## config.mk

```make
export PLATFORM = sky130hd
export DESIGN_NAME = sfe_core
export DESIGN_NICKNAME = d
export VERILOG_FILES = /design/src/sfe_pkg.sv /design/src/sfe_cmd_if.sv /design/src/sfe_core.sv /design/src/sfe_cycle_timer.sv /design/src/sfe_shifter.sv
export VERILOG_INCLUDE_DIRS = /design/src
export SDC_FILE = /design/constraint.sdc
export NUM_CORES = 1
export LEC_CHECK = 0
export BUFFER_PORTS_ARGS = -buffer_cell sky130_fd_sc_hd__buf_2
export CAP_MARGIN = 20
export CORE_MARGIN = 8
export CORE_UTILIZATION = 43
export DETAILED_ROUTE_END_ITERATION = 7
export REMOVE_ABC_BUFFERS = 1
export SLEW_MARGIN = 20
export SYNTH_ARGS = -nofsm -noshare
export SYNTH_HDL_FRONTEND = slang
export SYNTH_SLANG_ARGS = --single-unit
```

## constraint.sdc

```tcl
create_clock -name CLK_I -period 5.6 [get_ports CLK_I]
set_input_delay 0 -clock CLK_I [delete_from_list [all_inputs] [get_ports CLK_I]]
set_output_delay 0 -clock CLK_I [all_outputs]
set_load 0.02 [all_outputs]
```

## src/sfe_defines.svh

```systemverilog
`ifndef SFE_DEFINES_SVH
`define SFE_DEFINES_SVH

// ==========================================================
// opcodes
`define SFE_OP_SECTOR_ERASE 8'h20
`define SFE_OP_HALF_BLOCK_ERASE 8'h52
`define SFE_OP_BLOCK_ERASE 8'hD8
`define SFE_OP_CHIP_ERASE_A 8'hC7
`define SFE_OP_CHIP_ERASE_B 8'h60
`define SFE_OP_DEEP_SLEEP 8'hB9
`define SFE_OP_WAKE_ID 8'hAB
`define SFE_OP_WRITE_ENABLE 8'h06
`define SFE_OP_QUAD_ENTER 8'h38
`define SFE_OP_SOFT_RESET_ARM 8'h66
`define SFE_OP_SOFT_RESET 8'h99

// ==========================================================
// framing
`define SFE_OPCODE_BITS 6'd8
`define SFE_ADDR_END_BITS 6'd32
`define SFE_ERASED_BYTE 8'hFF

// ==========================================================
// timing, clock 10 MHz
`define SFE_CLK_MHZ 10
`define SFE_SECTOR_ERASE_TIME_US 40000
`define SFE_HALF_BLOCK_ERASE_TIME_US 100000
`define SFE_BLOCK_ERASE_TIME_US 150000
`define SFE_CHIP_ERASE_TIME_US 600000
`define SFE_SLEEP_ENTRY_DELAY_US 3
`define SFE_WAKE_RECOVERY_TIME_US 3
`define SFE_SLEEP_ENTRY_CYC (`SFE_SLEEP_ENTRY_DELAY_US * `SFE_CLK_MHZ)
`define SFE_WAKE_RECOVERY_CYC (`SFE_WAKE_RECOVERY_TIME_US * `SFE_CLK_MHZ)

`endif

```

## src/sfe_pkg.sv

```systemverilog
package sfe_pkg;
	typedef enum logic [2:0] {
		SFE_KIND_NONE = 3'h0,
		SFE_KIND_SECTOR = 3'h1,
		SFE_KIND_HALF = 3'h2,
		SFE_KIND_BLOCK = 3'h3,
		SFE_KIND_CHIP = 3'h4
	} sfe_kind_t;

	typedef enum logic [1:0] {
		SFE_PWR_STANDBY = 2'b00,
		SFE_PWR_ENTERING = 2'b01,
		SFE_PWR_SLEEP = 2'b11,
		SFE_PWR_WAKING = 2'b10
	} sfe_pwr_t;
endpackage

```

## src/sfe_cmd_if.sv

```systemverilog
`timescale 1ns/10ps
// decoded frame handed from the shifter to the sequencer
interface sfe_cmd_if;
	logic frame_end;
	logic [7:0] opcode;
	logic [23:0] addr;
	logic [5:0] bit_count;

	modport shifter (output frame_end, output opcode, output addr, output bit_count);
	modport seq (input frame_end, input opcode, input addr, input bit_count);
endinterface

```

## src/sfe_core.sv

```systemverilog
`timescale 1ns/10ps
`include "sfe_defines.svh"

// Notes on behaviour
// sector erase 20h fills sector with FFh
// erase needs write-enable latch set first
// host sends opcode plus three address bytes
// chip select rises right after address
// host holds chip select low all sequence
// busy flag high during self-timed cycle
// latch cleared before erase cycle ends
// protected region blocks sector/block erase; code reads only the mask bit of the 32 KB half holding the address
// 52h erases 32 KB half block
// D8h erases 64 KB block
// C7h or 60h erases whole array
// chip erase, sleep end after opcode
// chip erase only with protect bits zero
// erase also accepted in quad mode
// B9h alone enters sleep, blocks writes
// deselect without cycle means plain standby
// sleep entered after delay past chip select
// in sleep only wake command is heard
// sleep rejected while a cycle runs
// power-up always lands in standby
// soft reset pair does not wake
// ABh wakes, then recovery time
// erase without latch does nothing
module sfe_core #(
	parameter int SECTOR_CYC = `SFE_SECTOR_ERASE_TIME_US * `SFE_CLK_MHZ,
	parameter int HALF_CYC = `SFE_HALF_BLOCK_ERASE_TIME_US * `SFE_CLK_MHZ,
	parameter int BLOCK_CYC = `SFE_BLOCK_ERASE_TIME_US * `SFE_CLK_MHZ,
	parameter int CHIP_CYC = `SFE_CHIP_ERASE_TIME_US * `SFE_CLK_MHZ
) (
	input wire logic CLK_I,
	input wire logic RESETN_I,
	input wire logic CS_N_I,
	input wire logic SCK_RISE_I,
	input wire logic [3:0] DQ_I,
	input wire logic [3:0] PROTECT_BITS_I,
	input wire logic [5:0] PROTECTED_MASK_I,
	output logic BUSY_FLAG_O,
	output logic WRITE_ENABLE_LATCH_O,
	output logic QUAD_MODE_O,
	output logic DEEP_SLEEP_O,
	output logic STANDBY_O,
	output logic ERASE_START_O,
	output logic [2:0] ERASE_KIND_O,
	output logic [23:0] ERASE_ADDR_O,
	output logic [7:0] ERASE_FILL_O
);
	// ==========================================================
	// reset release
	logic rst_s1_r;
	logic rst_n;

	always_ff @(posedge CLK_I or negedge RESETN_I) begin
		if (!RESETN_I) begin
			rst_s1_r <= 1'b0;
			rst_n <= 1'b0;
		end else begin
			rst_s1_r <= 1'b1;
			rst_n <= rst_s1_r;
		end
	end

	// ==========================================================
	// serial front end
	sfe_cmd_if cmd ();
	logic quad_r;

	sfe_shifter u_shifter (
		.clk_i(CLK_I),
		.rst_n_i(rst_n),
		.cs_n_i(CS_N_I),
		.sck_rise_i(SCK_RISE_I),
		.quad_i(quad_r),
		.dq_i(DQ_I),
		.cmd(cmd.shifter)
	);

	// ==========================================================
	// decode
	function automatic sfe_pkg::sfe_kind_t kind_of(input logic [7:0] op);
		unique case (op)
			`SFE_OP_SECTOR_ERASE: kind_of = sfe_pkg::SFE_KIND_SECTOR;
			`SFE_OP_HALF_BLOCK_ERASE: kind_of = sfe_pkg::SFE_KIND_HALF;
			`SFE_OP_BLOCK_ERASE: kind_of = sfe_pkg::SFE_KIND_BLOCK;
			`SFE_OP_CHIP_ERASE_A, `SFE_OP_CHIP_ERASE_B: kind_of = sfe_pkg::SFE_KIND_CHIP;
			default: kind_of = sfe_pkg::SFE_KIND_NONE;
		endcase
	endfunction

	// region index in 64 KB units of two halves: protected mask bit per 32 KB half
	// plus sector coverage through the half that holds it
	function automatic logic region_locked(input logic [23:0] a, input logic [5:0] m);
		region_locked = m[{1'b0, a[16:15]}];
	endfunction

	logic busy;
	logic wel_r;
	sfe_pkg::sfe_pwr_t pwr_r;
	logic [15:0] pwr_cnt_r;
	logic opcode_only;
	logic addr_frame;
	sfe_pkg::sfe_kind_t kind_at_opcode;
	sfe_pkg::sfe_kind_t kind_at_addr;
	logic awake;
	logic erase_go;
	logic sleep_go;
	logic wake_go;
	logic [31:0] load;
	logic locked;

	assign opcode_only = cmd.frame_end && cmd.bit_count == `SFE_OPCODE_BITS;
	assign addr_frame = cmd.frame_end && cmd.bit_count == `SFE_ADDR_END_BITS;
	assign kind_at_opcode = kind_of(cmd.opcode);
	assign kind_at_addr = kind_of(cmd.opcode);
	assign awake = (pwr_r == sfe_pkg::SFE_PWR_STANDBY);
	assign locked = region_locked(cmd.addr, PROTECTED_MASK_I);

	// ==========================================================
	// erase launch
	always_comb begin
		erase_go = 1'b0;
		if (awake && !busy && wel_r) begin
			if (addr_frame && kind_at_addr != sfe_pkg::SFE_KIND_NONE
				&& kind_at_addr != sfe_pkg::SFE_KIND_CHIP && !locked) begin
				erase_go = 1'b1;
			end
			if (opcode_only && kind_at_opcode == sfe_pkg::SFE_KIND_CHIP
				&& PROTECT_BITS_I == 4'h0) begin
				erase_go = 1'b1;
			end
		end
	end

	always_comb begin
		unique case (kind_of(cmd.opcode))
			sfe_pkg::SFE_KIND_SECTOR: load = 32'(SECTOR_CYC);
			sfe_pkg::SFE_KIND_HALF: load = 32'(HALF_CYC);
			sfe_pkg::SFE_KIND_BLOCK: load = 32'(BLOCK_CYC);
			sfe_pkg::SFE_KIND_CHIP: load = 32'(CHIP_CYC);
			default: load = 32'h0000_0001;
		endcase
	end

	sfe_cycle_timer u_timer (
		.clk_i(CLK_I),
		.rst_n_i(rst_n),
		.start_i(erase_go),
		.load_i(load),
		.busy_o(busy)
	);

	// ==========================================================
	// write enable latch, quad mode
	always_ff @(posedge CLK_I or negedge rst_n) begin
		if (!rst_n) begin
			wel_r <= 1'b0;
		end else if (erase_go) begin
			wel_r <= 1'b0;
		end else if (awake && !busy && opcode_only && cmd.opcode == `SFE_OP_WRITE_ENABLE) begin
			wel_r <= 1'b1;
		end
	end

	always_ff @(posedge CLK_I or negedge rst_n) begin
		if (!rst_n) begin
			quad_r <= 1'b0;
		end else if (awake && !busy && opcode_only && cmd.opcode == `SFE_OP_QUAD_ENTER) begin
			quad_r <= 1'b1;
		end
	end

	// ==========================================================
	// power state
	// soft reset opcodes are not decoded here at all, so they never touch sleep
	assign sleep_go = awake && !busy && opcode_only && cmd.opcode == `SFE_OP_DEEP_SLEEP;
	assign wake_go = pwr_r == sfe_pkg::SFE_PWR_SLEEP && opcode_only
		&& cmd.opcode == `SFE_OP_WAKE_ID;

	always_ff @(posedge CLK_I or negedge rst_n) begin
		if (!rst_n) begin
			pwr_r <= sfe_pkg::SFE_PWR_STANDBY;
			pwr_cnt_r <= 16'h0000;
		end else begin
			unique case (pwr_r)
				sfe_pkg::SFE_PWR_STANDBY: begin
					if (sleep_go) begin
						pwr_r <= sfe_pkg::SFE_PWR_ENTERING;
						pwr_cnt_r <= 16'(`SFE_SLEEP_ENTRY_CYC);
					end
				end
				sfe_pkg::SFE_PWR_ENTERING: begin
					if (pwr_cnt_r <= 16'h0001) begin
						pwr_r <= sfe_pkg::SFE_PWR_SLEEP;
					end
					pwr_cnt_r <= pwr_cnt_r - 16'h0001;
				end
				sfe_pkg::SFE_PWR_SLEEP: begin
					if (wake_go) begin
						pwr_r <= sfe_pkg::SFE_PWR_WAKING;
						pwr_cnt_r <= 16'(`SFE_WAKE_RECOVERY_CYC);
					end
				end
				sfe_pkg::SFE_PWR_WAKING: begin
					if (pwr_cnt_r <= 16'h0001) begin
						pwr_r <= sfe_pkg::SFE_PWR_STANDBY;
					end
					pwr_cnt_r <= pwr_cnt_r - 16'h0001;
				end
			endcase
		end
	end

	// ==========================================================
	// outputs
	always_ff @(posedge CLK_I or negedge rst_n) begin
		if (!rst_n) begin
			ERASE_START_O <= 1'b0;
			ERASE_KIND_O <= 3'h0;
			ERASE_ADDR_O <= 24'h00_0000;
		end else begin
			ERASE_START_O <= erase_go;
			if (erase_go) begin
				ERASE_KIND_O <= kind_of(cmd.opcode);
				ERASE_ADDR_O <= cmd.addr;
			end
		end
	end

	assign ERASE_FILL_O = `SFE_ERASED_BYTE;
	assign BUSY_FLAG_O = busy;
	assign WRITE_ENABLE_LATCH_O = wel_r;
	assign QUAD_MODE_O = quad_r;
	assign DEEP_SLEEP_O = (pwr_r == sfe_pkg::SFE_PWR_SLEEP);
	assign STANDBY_O = CS_N_I && !busy && awake;

	// ==========================================================
	// checks
	chk_erase_needs_latch: assert property (@(posedge CLK_I) disable iff (!rst_n)
		erase_go |-> wel_r)
		else $error("erase started without write enable latch");
	chk_no_latch_idle: assert property (@(posedge CLK_I) disable iff (!rst_n)
		(!wel_r && !busy && cmd.frame_end) |=> !busy)
		else $error("erase ran without latch");
	chk_busy_after_start: assert property (@(posedge CLK_I) disable iff (!rst_n)
		erase_go |=> busy [*2])
		else $error("busy not raised after erase start");
	chk_latch_cleared: assert property (@(posedge CLK_I) disable iff (!rst_n)
		erase_go |=> !wel_r)
		else $error("latch not cleared in erase");
	chk_chip_protect: assert property (@(posedge CLK_I) disable iff (!rst_n)
		(erase_go && kind_of(cmd.opcode) == sfe_pkg::SFE_KIND_CHIP) |-> PROTECT_BITS_I == 4'h0)
		else $error("chip erase with protection set");
	chk_region_protect: assert property (@(posedge CLK_I) disable iff (!rst_n)
		(erase_go && addr_frame) |-> !locked)
		else $error("protected region erased");
	chk_frame_length: assert property (@(posedge CLK_I) disable iff (!rst_n)
		erase_go |-> (cmd.bit_count == `SFE_OPCODE_BITS || cmd.bit_count == `SFE_ADDR_END_BITS))
		else $error("erase from bad framing");
	chk_sleep_delay: assert property (@(posedge CLK_I) disable iff (!rst_n)
		sleep_go |=> !DEEP_SLEEP_O [*8])
		else $error("sleep entered too early");
	chk_sleep_busy: assert property (@(posedge CLK_I) disable iff (!rst_n)
		(busy && cmd.frame_end) |=> pwr_r == $past(pwr_r))
		else $error("sleep accepted during cycle");
	chk_sleep_no_erase: assert property (@(posedge CLK_I) disable iff (!rst_n)
		DEEP_SLEEP_O |-> !erase_go)
		else $error("erase in sleep");

	// ==========================================================
	// checks: launch and latch
	// pulse outputs lag the launch by one registered stage
	chk_start_one_cycle: assert property (@(posedge CLK_I) disable iff (!rst_n)
		ERASE_START_O |=> !ERASE_START_O)
		else $error("erase start pulse longer than one cycle");
	chk_start_after_go: assert property (@(posedge CLK_I) disable iff (!rst_n)
		erase_go |=> ERASE_START_O)
		else $error("erase start pulse missing");
	chk_busy_from_launch: assert property (@(posedge CLK_I) disable iff (!rst_n)
		$rose(busy) |-> $past(erase_go))
		else $error("busy raised without a launch");
	chk_wel_on_decode: assert property (@(posedge CLK_I) disable iff (!rst_n)
		(awake && !busy && opcode_only && cmd.opcode == `SFE_OP_WRITE_ENABLE)
		|=> WRITE_ENABLE_LATCH_O)
		else $error("write enable not latched");
	chk_wel_rise_cause: assert property (@(posedge CLK_I) disable iff (!rst_n)
		$rose(wel_r) |-> $past(opcode_only && cmd.opcode == `SFE_OP_WRITE_ENABLE))
		else $error("latch set by another command");
	chk_chip_one_byte: assert property (@(posedge CLK_I) disable iff (!rst_n)
		(erase_go && kind_at_opcode == sfe_pkg::SFE_KIND_CHIP) |-> opcode_only)
		else $error("chip erase from a long frame");
	chk_addr_frame_len: assert property (@(posedge CLK_I) disable iff (!rst_n)
		(erase_go && kind_at_addr != sfe_pkg::SFE_KIND_CHIP) |-> addr_frame)
		else $error("region erase from a bad frame");
	chk_addr_capture: assert property (@(posedge CLK_I) disable iff (!rst_n)
		erase_go |=> ERASE_ADDR_O == $past(cmd.addr))
		else $error("erase address not captured");
	chk_kind_capture: assert property (@(posedge CLK_I) disable iff (!rst_n)
		erase_go |=> ERASE_KIND_O == $past(kind_at_addr))
		else $error("erase kind not captured");

	// ==========================================================
	// checks: power state, quad mode
	// delays are the 30-cycle loads plus one for the state flop
	chk_sleep_enter_time: assert property (@(posedge CLK_I) disable iff (!rst_n)
		sleep_go |-> ##31 DEEP_SLEEP_O)
		else $error("sleep not entered after delay");
	chk_sleep_hold: assert property (@(posedge CLK_I) disable iff (!rst_n)
		(DEEP_SLEEP_O && !wake_go) |=> DEEP_SLEEP_O)
		else $error("sleep left without wake command");
	chk_sleep_exit_cause: assert property (@(posedge CLK_I) disable iff (!rst_n)
		$fell(DEEP_SLEEP_O) |-> $past(wake_go))
		else $error("sleep ended by another command");
	chk_wake_leaves: assert property (@(posedge CLK_I) disable iff (!rst_n)
		wake_go |=> !DEEP_SLEEP_O)
		else $error("wake command did not leave sleep");
	chk_wake_quiet: assert property (@(posedge CLK_I) disable iff (!rst_n)
		wake_go |=> !awake [*8])
		else $error("commands heard during recovery");
	chk_wake_recovery: assert property (@(posedge CLK_I) disable iff (!rst_n)
		wake_go |-> ##31 awake)
		else $error("standby not reached after recovery");
	chk_standby_stays: assert property (@(posedge CLK_I) disable iff (!rst_n)
		(awake && !sleep_go) |=> awake)
		else $error("standby left without sleep command");
	chk_sleep_keeps_wel: assert property (@(posedge CLK_I) disable iff (!rst_n)
		!awake |=> $stable(wel_r))
		else $error("latch changed while not awake");
	chk_quad_sticky: assert property (@(posedge CLK_I) disable iff (!rst_n)
		QUAD_MODE_O |=> QUAD_MODE_O)
		else $error("quad mode dropped");
	chk_sleep_no_standby: assert property (@(posedge CLK_I) disable iff (!rst_n)
		DEEP_SLEEP_O |-> !STANDBY_O)
		else $error("standby shown in sleep");

	cov_sector: cover property (@(posedge CLK_I) disable iff (!rst_n)
		erase_go && kind_of(cmd.opcode) == sfe_pkg::SFE_KIND_SECTOR);
	cov_chip: cover property (@(posedge CLK_I) disable iff (!rst_n)
		erase_go && kind_of(cmd.opcode) == sfe_pkg::SFE_KIND_CHIP);
	cov_sleep: cover property (@(posedge CLK_I) disable iff (!rst_n) DEEP_SLEEP_O);
	cov_wake: cover property (@(posedge CLK_I) disable iff (!rst_n) wake_go);
	cov_quad_erase: cover property (@(posedge CLK_I) disable iff (!rst_n) erase_go && quad_r);
endmodule

```

## src/sfe_cycle_timer.sv

```systemverilog
`timescale 1ns/10ps

module sfe_cycle_timer (
	input wire logic clk_i,
	input wire logic rst_n_i,
	input wire logic start_i,
	input wire logic [31:0] load_i,
	output logic busy_o
);
	logic [31:0] count_r;

	always_ff @(posedge clk_i or negedge rst_n_i) begin
		if (!rst_n_i) begin
			count_r <= 32'h0000_0000;
		end else if (start_i) begin
			count_r <= load_i;
		end else if (count_r != 32'h0000_0000) begin
			count_r <= count_r - 32'h0000_0001;
		end
	end

	assign busy_o = (count_r != 32'h0000_0000);
endmodule

```

## src/sfe_shifter.sv

```systemverilog
`timescale 1ns/10ps
`include "sfe_defines.svh"

module sfe_shifter (
	input wire logic clk_i,
	input wire logic rst_n_i,
	input wire logic cs_n_i,
	input wire logic sck_rise_i,
	input wire logic quad_i,
	input wire logic [3:0] dq_i,
	sfe_cmd_if.shifter cmd
);
	logic cs_n_d_r;
	logic [31:0] shift_r;
	logic [5:0] count_r;

	always_ff @(posedge clk_i or negedge rst_n_i) begin
		if (!rst_n_i) begin
			cs_n_d_r <= 1'b1;
		end else begin
			cs_n_d_r <= cs_n_i;
		end
	end

	// quad mode moves a nibble per edge, otherwise one bit on dq0
	always_ff @(posedge clk_i or negedge rst_n_i) begin
		if (!rst_n_i) begin
			shift_r <= 32'h0000_0000;
			count_r <= 6'h00;
		end else if (cs_n_i) begin
			count_r <= 6'h00;
		end else if (sck_rise_i && count_r < 6'd40) begin
			if (quad_i) begin
				shift_r <= {shift_r[27:0], dq_i};
				count_r <= count_r + 6'd4;
			end else begin
				shift_r <= {shift_r[30:0], dq_i[0]};
				count_r <= count_r + 6'd1;
			end
		end
	end

	always_comb begin
		cmd.frame_end = cs_n_i && !cs_n_d_r;
		cmd.bit_count = count_r;
		cmd.opcode = (count_r >= `SFE_ADDR_END_BITS) ? shift_r[31:24] : shift_r[7:0];
		cmd.addr = shift_r[23:0];
	end
endmodule

```

==> impl_metrics.toml, run 1 <==
[synthesis]
synthArstFlopShare_pct = 100
yosysSeqAreaShare_pct = 47.2
syn_inst = 613
ys_ff_latch = 121
post_synth.cell_area_avg_sq_um = 10.5
mappedNetlistArea_sq_mm = 0.00641
synth_edf_count = 0
synth_warnings = 0
synth_flop_cell = "dfrtp_1"
synth_cell_types = 73

[timing]
slew_viol_final = 0
period_share_pct = 59.7
min_period_ns = 3.35
setup_viol = 0
rsz0062_at_grt = "false"
hold_violations = 0
setup_tns_ns = 0
max_freq_mhz = 299
finClkSkew_ns = 0.0112
slew_headroom_pct = 31.3
tightest_slew_ns = 1.03

[power]
internal_power_mw = 1.80
power.share.clock_pct = 41.9
power_density_mw_per_mm2 = 350
leakagePower_nw = 3.54
pwr-share-comb_pct = 18.1
p_seq_share_pct = 40.1
sw_frac_of_total_pct = 30.9
ir_drop_v = 0.000346
p_switching_mw = 0.805

[routing]
via_per_inst = 5.50
finalWirelength_microns = 14000
vias = 4744
first_pass_iters = 4
wl_per_cell_microns = 16.2
drc_errors = 0
ant_nets = 0
drtIter0Drc = 274

[global_routing]
met1_usage_pct = 19.4
grt.busiest_layer = "met2"
use_met3_pct = 3.73
grtUsageTotal_pct = 15.2
antenna_found_initial = 0
grt_max_degree = 67
grt_pass1_vias = 4788
grt_overflow = 0
met2_usage_pct = 24.3
grt_pass1_wl_microns = 24400

[placement]
dp_cells = 822
dp_hpwl_microns = 9580
portBuffers = 48
globalplace.congestion = 0.813

[final_layout]
drive_gt1_share_pct = 19.3
mostFrequentLayoutCells = "dfrtp_1 (118), nand2_1 (67), o21ai_0 (64)"
area_growth_syn_to_layout_pct = 16.0
layout.nets = 695
final_cells = 862
multiInputGateArea_sq_mm = 0.00317
finalCoreUtilization_pct = 51.2
mostFrequentLayoutCell = "dfrtp_1"
fill_cells = 1323
seq_area_sq_mm = 0.00303
num_antenna_cells = 0

[worst_setup_path]
endpoint_kind = "flip-flop"
worstPathRequired_ns = 5.90
arrival_ns = 3.64
start_kind = "flip-flop"
cp_max_fo = 23
path_class = "reg2reg"

[floorplan]
die_area_sq_mm = 0.0191
io_pins = 59
rows = 44
core-area_sq_mm = 0.0145
die_w_microns = 138
start_util_pct = 44.1
die_h_microns = 138

[run_status]
status = "finished, final reports clean"

[clocking]
postCtsResizedCells = 0
cts_buffers = 17
clock_latency_ns = 0.42
cts-htree-levels = 4
tritoncts = "built"
clock_sinks = 121
clk_path_buf_depth = 2
clockRootBuffer = "clkbuf_16"
cts.reportedPaths.clkPinSlew_ns = 0.06

[run]
maxCapViolations = 0

[worst_hold_path]
hp-class = "in2reg"
[worst max-delay path: stages, from the launching register on]
cell and delay [ns]:
dfrtp_1 0.42, nor4_1 0.47, nand3_1 0.33, nor3_2 0.81, and3_1 0.38, o21ai_4 0.16
buf_4 0.29, mux2_4 0.34
[layout make-up]
cell class	instances	area share, %
flip-flops and latches	121	40.8
clock buffers	20	6.14
clock inverters	12	1.90
inverters	17	0.858
well taps	184	3.10
multi-input cells	449	42.6
repair buffers	59	4.61
[routing by layer]
| layer | vias to the layer above | part of all wire, % |
|---|---|---|
| met5 | - | 0 |
| met4 | 0 | 1.7 |
| met3 | 15 | 2.9 |
| met2 | 61 | 49 |
| met1 | 2350 | 46 |
| li1 | 2318 | - |
[state kept, by name, summed over array words and instances (netlist names)]
signal                   cells
u_timer.count_r             32
u_shifter.cs_n_d_r           1
rst_n                        1
ERASE_ADDR_O                24
WRITE_ENABLE_LATCH_O         1
rst_s1_r                     1
u_shifter.shift_r           32
pwr_cnt_r                   16
pwr_r                        2
ERASE_START_O                1
u_shifter.cmd.bit_count      6
ERASE_KIND_O                 3
QUAD_MODE_O                  1
[what timing repair did]
item,CTS,global route
hold buffers,8,0
endpoints found under the hold margin,13,0
buffers inserted,0,0
[final timing paths]
kind / cells past startpoint / slack, ns / to / startpoint
worst max register to register: 7 / 2.25 / ERASE_ADDR_O[11] / u_timer.count_r[21]
min in group asynchronous: 3 / 0.43 / rst_n / RESETN_I
worst min register to register: 0 / 0.36 / rst_n / rst_s1_r
worst min-delay path: 5 / 0.22 / ERASE_KIND_O[2] / PROTECT_BITS_I[2]
worst max-delay path: 7 / 2.25 / ERASE_ADDR_O[11] / u_timer.count_r[21]
max in group asynchronous: 1 / 3.87 / QUAD_MODE_O / rst_n
[power groups by stage]
| stage | Clock [mW] | Combinational (mW) | Sequential, mW |
|---|---|---|---|
| 2_1_floorplan | 0 | 0.348 | 1.03 |
| 3_3_place_gp | 0 | 0.443 | 1.06 |
| 3_5_place_dp | 0 | 0.464 | 1.06 |
| 4_1_cts | 1.12 | 0.470 | 1.04 |
| 5_1_grt | 1.16 | 0.535 | 1.06 |
| 6_report | 1.09 | 0.470 | 1.04 |
[metrics by stage]
step | setup slack (ns) | hold WS (ns) | power (mW) | cell area [sq um]
detailed placement | 2.29 | -0.213 | 1.52 | 6760
CTS | 2.26 | 0.208 | 2.63 | 7440
global route | 2.00 | 0.261 | 2.76 | 7440
finish | 2.25 | 0.219 | 2.60 | 7440
global placement | 2.33 | -0.215 | 1.50 | 6760
floorplan | 1.98 | -0.296 | 1.38 | 6260
[cells in the mapped netlist, types with 8 or more instances]
master / n / area share (%)
a21oi_1: 9 / 0.70
buf_4: 8 / 0.94
clkbuf_1: 19 / 1.1
dfrtp_1: 120 / 47
ha_1: 12 / 2.3
inv_1: 16 / 0.94
mux2_4: 19 / 4.4
mux2i_1: 33 / 5.2
nand2_1: 67 / 3.9
nand3_1: 14 / 1.1
nor2_1: 33 / 1.9
nor3_1: 12 / 0.94
nor3b_1: 8 / 0.94
nor4_1: 8 / 0.78
o21ai_0: 64 / 5.0
o22ai_1: 10 / 0.98
o31ai_1: 8 / 0.94
xnor2_1: 16 / 2.2
xor2_1: 12 / 1.6
[kinds of logic (layout without fill, tap and decap cells)]
family                   Yosys count  in the layout  synth area share [%]
AO/OA/AOI/OAI                    133            133                  13.7
buffers and inverters             51            108                  3.86
AND/OR/NAND/NOR                  208            208                  18.0
other                              1              9                0.0585
adder cells (fa/ha/maj)           12             12                  2.34
XOR/XNOR                          28             28                  3.83
multiplexers                      59             59                  11.0
flip-flops                       121            121                  47.2
Power figures use the tool's default switching activity.
==> run 2: changes to the inputs <==
- clock period: 5.6 -> 2.7 ns (I/O delays scaled with it)
==> run 2 against run 1 <==
Compared with the run above:
- clock power is 120% higher
- combinational power grew 150%
- sequential power grew 110%
- global-route usage increased by 0.58 points
- total power up 120%
- final cell count grew 3.7%
- clock skew down 0.0016 ns
- largest power group unchanged
- highest routed layer unchanged
==> impl_metrics.toml, run 2 (synthesis results as in run 1) <==
[run_status]
status = "finished, final reports clean"

[worst_setup_path]
cp.buffers_inverters = 3
critPathSlowestCell = "dfrtp_1"
arrival_ns = 2.85
cp_cell_sequence = "buf_4 -> or3b_1 -> a222oi_1 -> buf_4 -> a22o_1 -> and2_4 -> o21ai_4 -> buf_12 -> mux2_4"
reg2reg_to = "ERASE_ADDR_O[6]"
start_kind = "flip-flop"
crit_family = "buffers and inverters"
r2r_start = "u_shifter.cmd.bit_count[5]"
crit_top_cell = "buf_4"
worstPathRequired_ns = 3.01
path_class = "reg2reg"
crit_path_max_incr_delay_ns = 0.44
reg2reg_depth = 9
endpoint_kind = "flip-flop"
cp_max_fo = 26
ff2ff_setup_slack_ns = 0.16

[floorplan]
rows = 44
die_area_sq_mm = 0.0191
start_util_pct = 44.1
io_pins = 59
core-area_sq_mm = 0.0145
die_w_microns = 138
die_h_microns = 138

[clocking]
clock_latency_ns = 0.42
clock_sinks = 121
clockRootBuffer = "clkbuf_16"
cts.reportedPaths.clkPinSlew_ns = 0.06
cts_buffers = 17
tritoncts = "built"
clk_path_buf_depth = 2
cts-htree-levels = 4

[placement]
globalplace.congestion = 0.870
dp_hpwl_microns = 10400
place_area_sq_mm = 0.00702
portBuffers = 48

[timing]
setup_viol = 0
whs_ns = 0.216
max_freq_mhz = 393
tightest_slew_ns = 0.718
rsz0062_at_grt = "false"
period_share_pct = 94.2
hold_violations = 0
slew_headroom_pct = 52.1
setup_tns_ns = 0
slew_viol_final = 0
finClkSkew_ns = 0.00962
min_period_ns = 2.54

[routing]
finalWirelength_microns = 14800
vias = 4837
ant_nets = 0
drtIter0Drc = 265
drc_errors = 0
wl_per_cell_microns = 16.5
via_per_inst = 5.41
first_pass_iters = 5

[worst_hold_path]
min_from = "PROTECT_BITS_I[2]"
whs_path_depth = 5
min_to = "ERASE_KIND_O[2]"
hp-class = "in2reg"

[final_layout]
layout.nets = 727
seq_area_sq_mm = 0.00303
fin_area_sq_mm = 0.00778
mostFrequentLayoutCells = "dfrtp_1 (118), nand2_1 (67), o21ai_0 (64)"
area_growth_syn_to_layout_pct = 21.4
drive_gt1_share_pct = 23.4
num_antenna_cells = 0
fill_cells = 1303
mostFrequentLayoutCell = "dfrtp_1"
largest_registers = "u_shifter.shift_r (32), u_timer.count_r (32), ERASE_ADDR_O (24)"
multiInputGateArea_sq_mm = 0.00319

[global_routing]
grt_pass1_wl_microns = 25100
grt_max_degree = 63
grtUsageTotal_pct = 15.7
grt_overflow = 0
grt_pass1_vias = 4942
antenna_found_initial = 0

[power]
leakagePower_nw = 3.75
ir_drop_v = 0.000503
power_density_mw_per_mm2 = 738

[run]
maxCapViolations = 0
==> run 2: metal layers <==
metal / routed length [microns] / global-route usage, %
met5: 0 / 0
met4: 280 / 6.35
met3: 423 / 3.97
met2: 7100 / 24.6
met1: 6970 / 20.4
==> run 2: metrics by stage <==
stage	total power [mW]	cells	setup slack, ns	utilization [%]
final	5.74	894	0.155	53.5
after global routing	6.04	894	0.0121	53.5
after CTS	5.76	892	0.0676	53.3
after detailed placement	3.28	852	0.0729	48.3
after global placement	3.20	852	0.107	48.3
after floorplan	2.86	587	-0.919	-
==> run 2: worst min-delay path: stages <==
cell     delay, ns
buf_2         0.07
or4_1         0.11
nor2_1        0.05
nand4_1       0.28
nand2_1       0.08
==> run 2: how the worst max path moves through the flow <==
stage                                    start         endpoint  depth (start not counted)
finish              u_shifter.cmd.bit_count[5]  ERASE_ADDR_O[6]                          9
global route        u_shifter.cmd.bit_count[0]     pwr_cnt_r[7]                          9
CTS                 u_shifter.cmd.bit_count[5]  ERASE_KIND_O[0]                          7
detailed placement  u_shifter.cmd.bit_count[0]     pwr_cnt_r[4]                          9
global placement    u_shifter.cmd.bit_count[5]  ERASE_KIND_O[0]                          7
floorplan                                rst_n  ERASE_ADDR_O[0]                          0
==> run 2: layout make-up <==
cell class / instances / share of cell area (%)
sequential: 121 / 39.0
tap: 184 / 2.96
inverter: 17 / 0.820
multi-input combinational: 449 / 41.0
clock inverter: 13 / 2.43
clock buffer: 19 / 5.82
timing repair buffer: 91 / 7.98
==> run 2: repair_timing <==
item / CTS / global route
buffers inserted: 0 / 2
gates resized for setup: 0 / 4
endpoints found under the setup margin: 0 / 37
endpoints found under the hold margin: 13 / 0
hold buffers: 8 / 0
==> run 2: where the power goes <==
| group | leakage (nW) | internal (mW) | switching [mW] |
|---|---|---|---|
| clock network | 0.310 | 1.60 | 0.851 |
| logic | 1.90 | 0.465 | 0.690 |
| registers | 1.53 | 1.95 | 0.183 |
==> run 3: changes to the inputs <==
- ABC_AREA: unset -> 1
==> run 3 against run 2 <==
Compared with the run above:
- global-route usage up 0.17 points
- first-iteration DRC count grew 15%
- design area is 2.2% higher
- non-clock buffer count decreased by 21
- via count rose by 13%
==> impl_metrics.toml, run 3 <==
[run_status]
status = "finished, final reports clean"

[clocking]
cts_buffers = 17
cts.reportedPaths.clkPinSlew_ns = 0.05
tritoncts = "built"
clock_latency_ns = 0.42
clock_sinks = 121
clockRootBuffer = "clkbuf_16"
clk_path_buf_depth = 2
postCtsResizedCells = 0
cts_setup_buffers = 0
cts-htree-levels = 4

[worst_setup_path]
start_kind = "flip-flop"
worstPathRequired_ns = 2.70
r2r_start = "u_timer.count_r[0]"
arrival_ns = 2.43
cp_max_fo = 16
endpoint_kind = "output pin"
path_class = "reg2out"
ff2ff_setup_slack_ns = 0.37
cp-startpoint = "u_timer.count_r[0]"

[timing]
max_freq_mhz = 412
finClkSkew_ns = 0.00764
tightest_slew_ns = 0.562
hold_violations = 0
min_period_ns = 2.43
setup_viol = 0
rsz0062_at_grt = "false"
slew_viol_final = 0
slew_headroom_pct = 62.6
period_share_pct = 90.0

[synthesis]
ys_ff_latch = 121
synth_area_leaders = "dfrtp_1 (44%), nand2_1 (12%), nor2_1 (5.3%)"
synthArstFlopShare_pct = 100
yosysSeqAreaShare_pct = 44.7
synth_top_area_share_pct = 44.3
synthAdderAreaFrac_pct = 2.21
synthMuxAreaShare_pct = 0
post_synth.cell_area_avg_sq_um = 7.98
synth_compound_area_share_pct = 12.2
syn_inst = 850
synth_top_family_by_area = "simple AND/OR/NAND/NOR gates"
synthXorXnorAreaFrac_pct = 5.55
synth_commonest_cells = "nand2_1 (210), dfrtp_1 (120), nor2_1 (96), inv_1 (90), o21ai_0 (46)"
synth_cell_types = 42
synth_top_cell_by_area = "dfrtp_1"
synth_edf_count = 0
synthSimpleGateAreaFrac_pct = 26.1
mappedNetlistArea_sq_mm = 0.00678
yosysMostFrequentCell = "nand2_1"
synth_flop_cell = "dfrtp_1"
synth_warnings = 0

[floorplan]
die_h_microns = 142
io_pins = 59
die_area_sq_mm = 0.0200
core-area_sq_mm = 0.0157
start_util_pct = 43.3
rows = 46
die_w_microns = 142

[run]
maxCapViolations = 0

[power]
ir_drop_v = 0.000428
pwr-share-comb_pct = 8.6
sw_frac_of_total_pct = 24.3
internal_power_mw = 3.64
power.share.clock_pct = 50.5
p_switching_mw = 1.17
p_seq_share_pct = 40.9
power_density_mw_per_mm2 = 605
leakagePower_nw = 3.95

[worst_hold_path]
hp-class = "in2reg"
min_from = "PROTECT_BITS_I[0]"

[placement]
place_area_sq_mm = 0.00723
portBuffers = 48
dp_hpwl_microns = 10800
globalplace.congestion = 0.846

[routing]
first_pass_iters = 5
drc_errors = 0
vias = 5474
via_per_inst = 4.80
drtIter0Drc = 306
wl_per_cell_microns = 12.9
finalWirelength_microns = 14700
ant_nets = 0

[global_routing]
grt_pass1_wl_microns = 25900
antenna_found_initial = 0
grtUsageTotal_pct = 15.9
grt_pass1_vias = 5338
grt_max_degree = 48
grt_overflow = 0

[final_layout]
mostFrequentLayoutCells = "nand2_1 (210), dfrtp_1 (118), nor2_1 (95)"
area_growth_syn_to_layout_pct = 17.2
fill_cells = 1571
drive_gt1_share_pct = 17.1
finalCoreUtilization_pct = 50.8
largest_registers = "u_shifter.shift_r (32), u_timer.count_r (32), ERASE_ADDR_O (24)"
mostFrequentLayoutCell = "nand2_1"
num_antenna_cells = 0
layout.nets = 941
fin_area_sq_mm = 0.00795
run 3: metrics by stage:
step / setup WS (ns) / TNS, ns / hold WS, ns / total power [mW] / cells
2_1_floorplan: -0.919 / -125.69 / -0.296 / 2.28 / 822
3_3_place_gp: 0.373 / 0 / -0.215 / 2.40 / 1100
6_report: 0.270 / 0 / 0.199 / 4.81 / 1140
3_5_place_dp: 0.369 / 0 / -0.212 / 2.41 / 1100
4_1_cts: 0.272 / 0 / 0.184 / 4.87 / 1140
5_1_grt: 0.0207 / 0 / 0.235 / 5.02 / 1140
run 3: metal layers:
metal / global-route usage, % / routed length (microns) / vias up
li1: - / - / 2831
met1: 21.9 / 7300 / 2539
met2: 24.1 / 6670 / 95
met3: 3.83 / 616 / 9
met4: 5.20 / 138 / 0
met5: 0 / 0 / -
run 3: cell families (layout without fill, tap and decap cells):
family,after synthesis,after routing
simple gates,405,405
compound gates,135,135
buf+inv,133,199
flops,121,121
xor+xnor,43,43
fa+ha+maj,12,12
other cells,1,9
run 3: layout make-up:
| type | instances | area, sq um | share of cell area [%] |
|---|---|---|---|
| clock inverters | 12 | 171 | 2.16 |
| clock buffers | 20 | 467 | 5.87 |
| well taps | 216 | 270 | 3.40 |
| inverters | 97 | 369 | 4.64 |
| multi-input cells | 604 | 3160 | 39.8 |
| repair buffers | 70 | 475 | 5.98 |
| flip-flops and latches | 121 | 3030 | 38.2 |
run 3: critical path: stages (launching register included):
cell	delay [ns]
dfrtp_1	0.39
inv_1	0.12
ha_1	0.20
nand2_1	0.11
nor2_4	0.20
inv_2	0.08
nor2_2	0.11
nand2_2	0.08
buf_4	0.22
nor3_1	0.27
buf_2	0.23
run 3: final timing paths:
kind	cells past startpoint	end
max	10	STANDBY_O
min in group asynchronous	0	u_shifter.shift_r[26]
min	7	u_timer.count_r[11]
min reg2reg	0	u_shifter.shift_r[26]
max in group asynchronous	1	u_timer.count_r[17]
max reg2reg	14	pwr_cnt_r[1]
run 3: what timing repair did:
| item | CTS | global route |
|---|---|---|
| setup endpoints to repair | 0 | 0 |
| hold endpoints to repair | 11 | 0 |
| hold buffers | 8 | 0 |
run 3: power by group through the flow:
stage	Clock (mW)	Combinational, mW	Sequential [mW]
detailed placement	0	0.408	2.00
CTS	2.48	0.418	1.97
finish	2.43	0.413	1.97
floorplan	0	0.274	2.01
global placement	0	0.404	2.00
global route	2.56	0.476	1.98
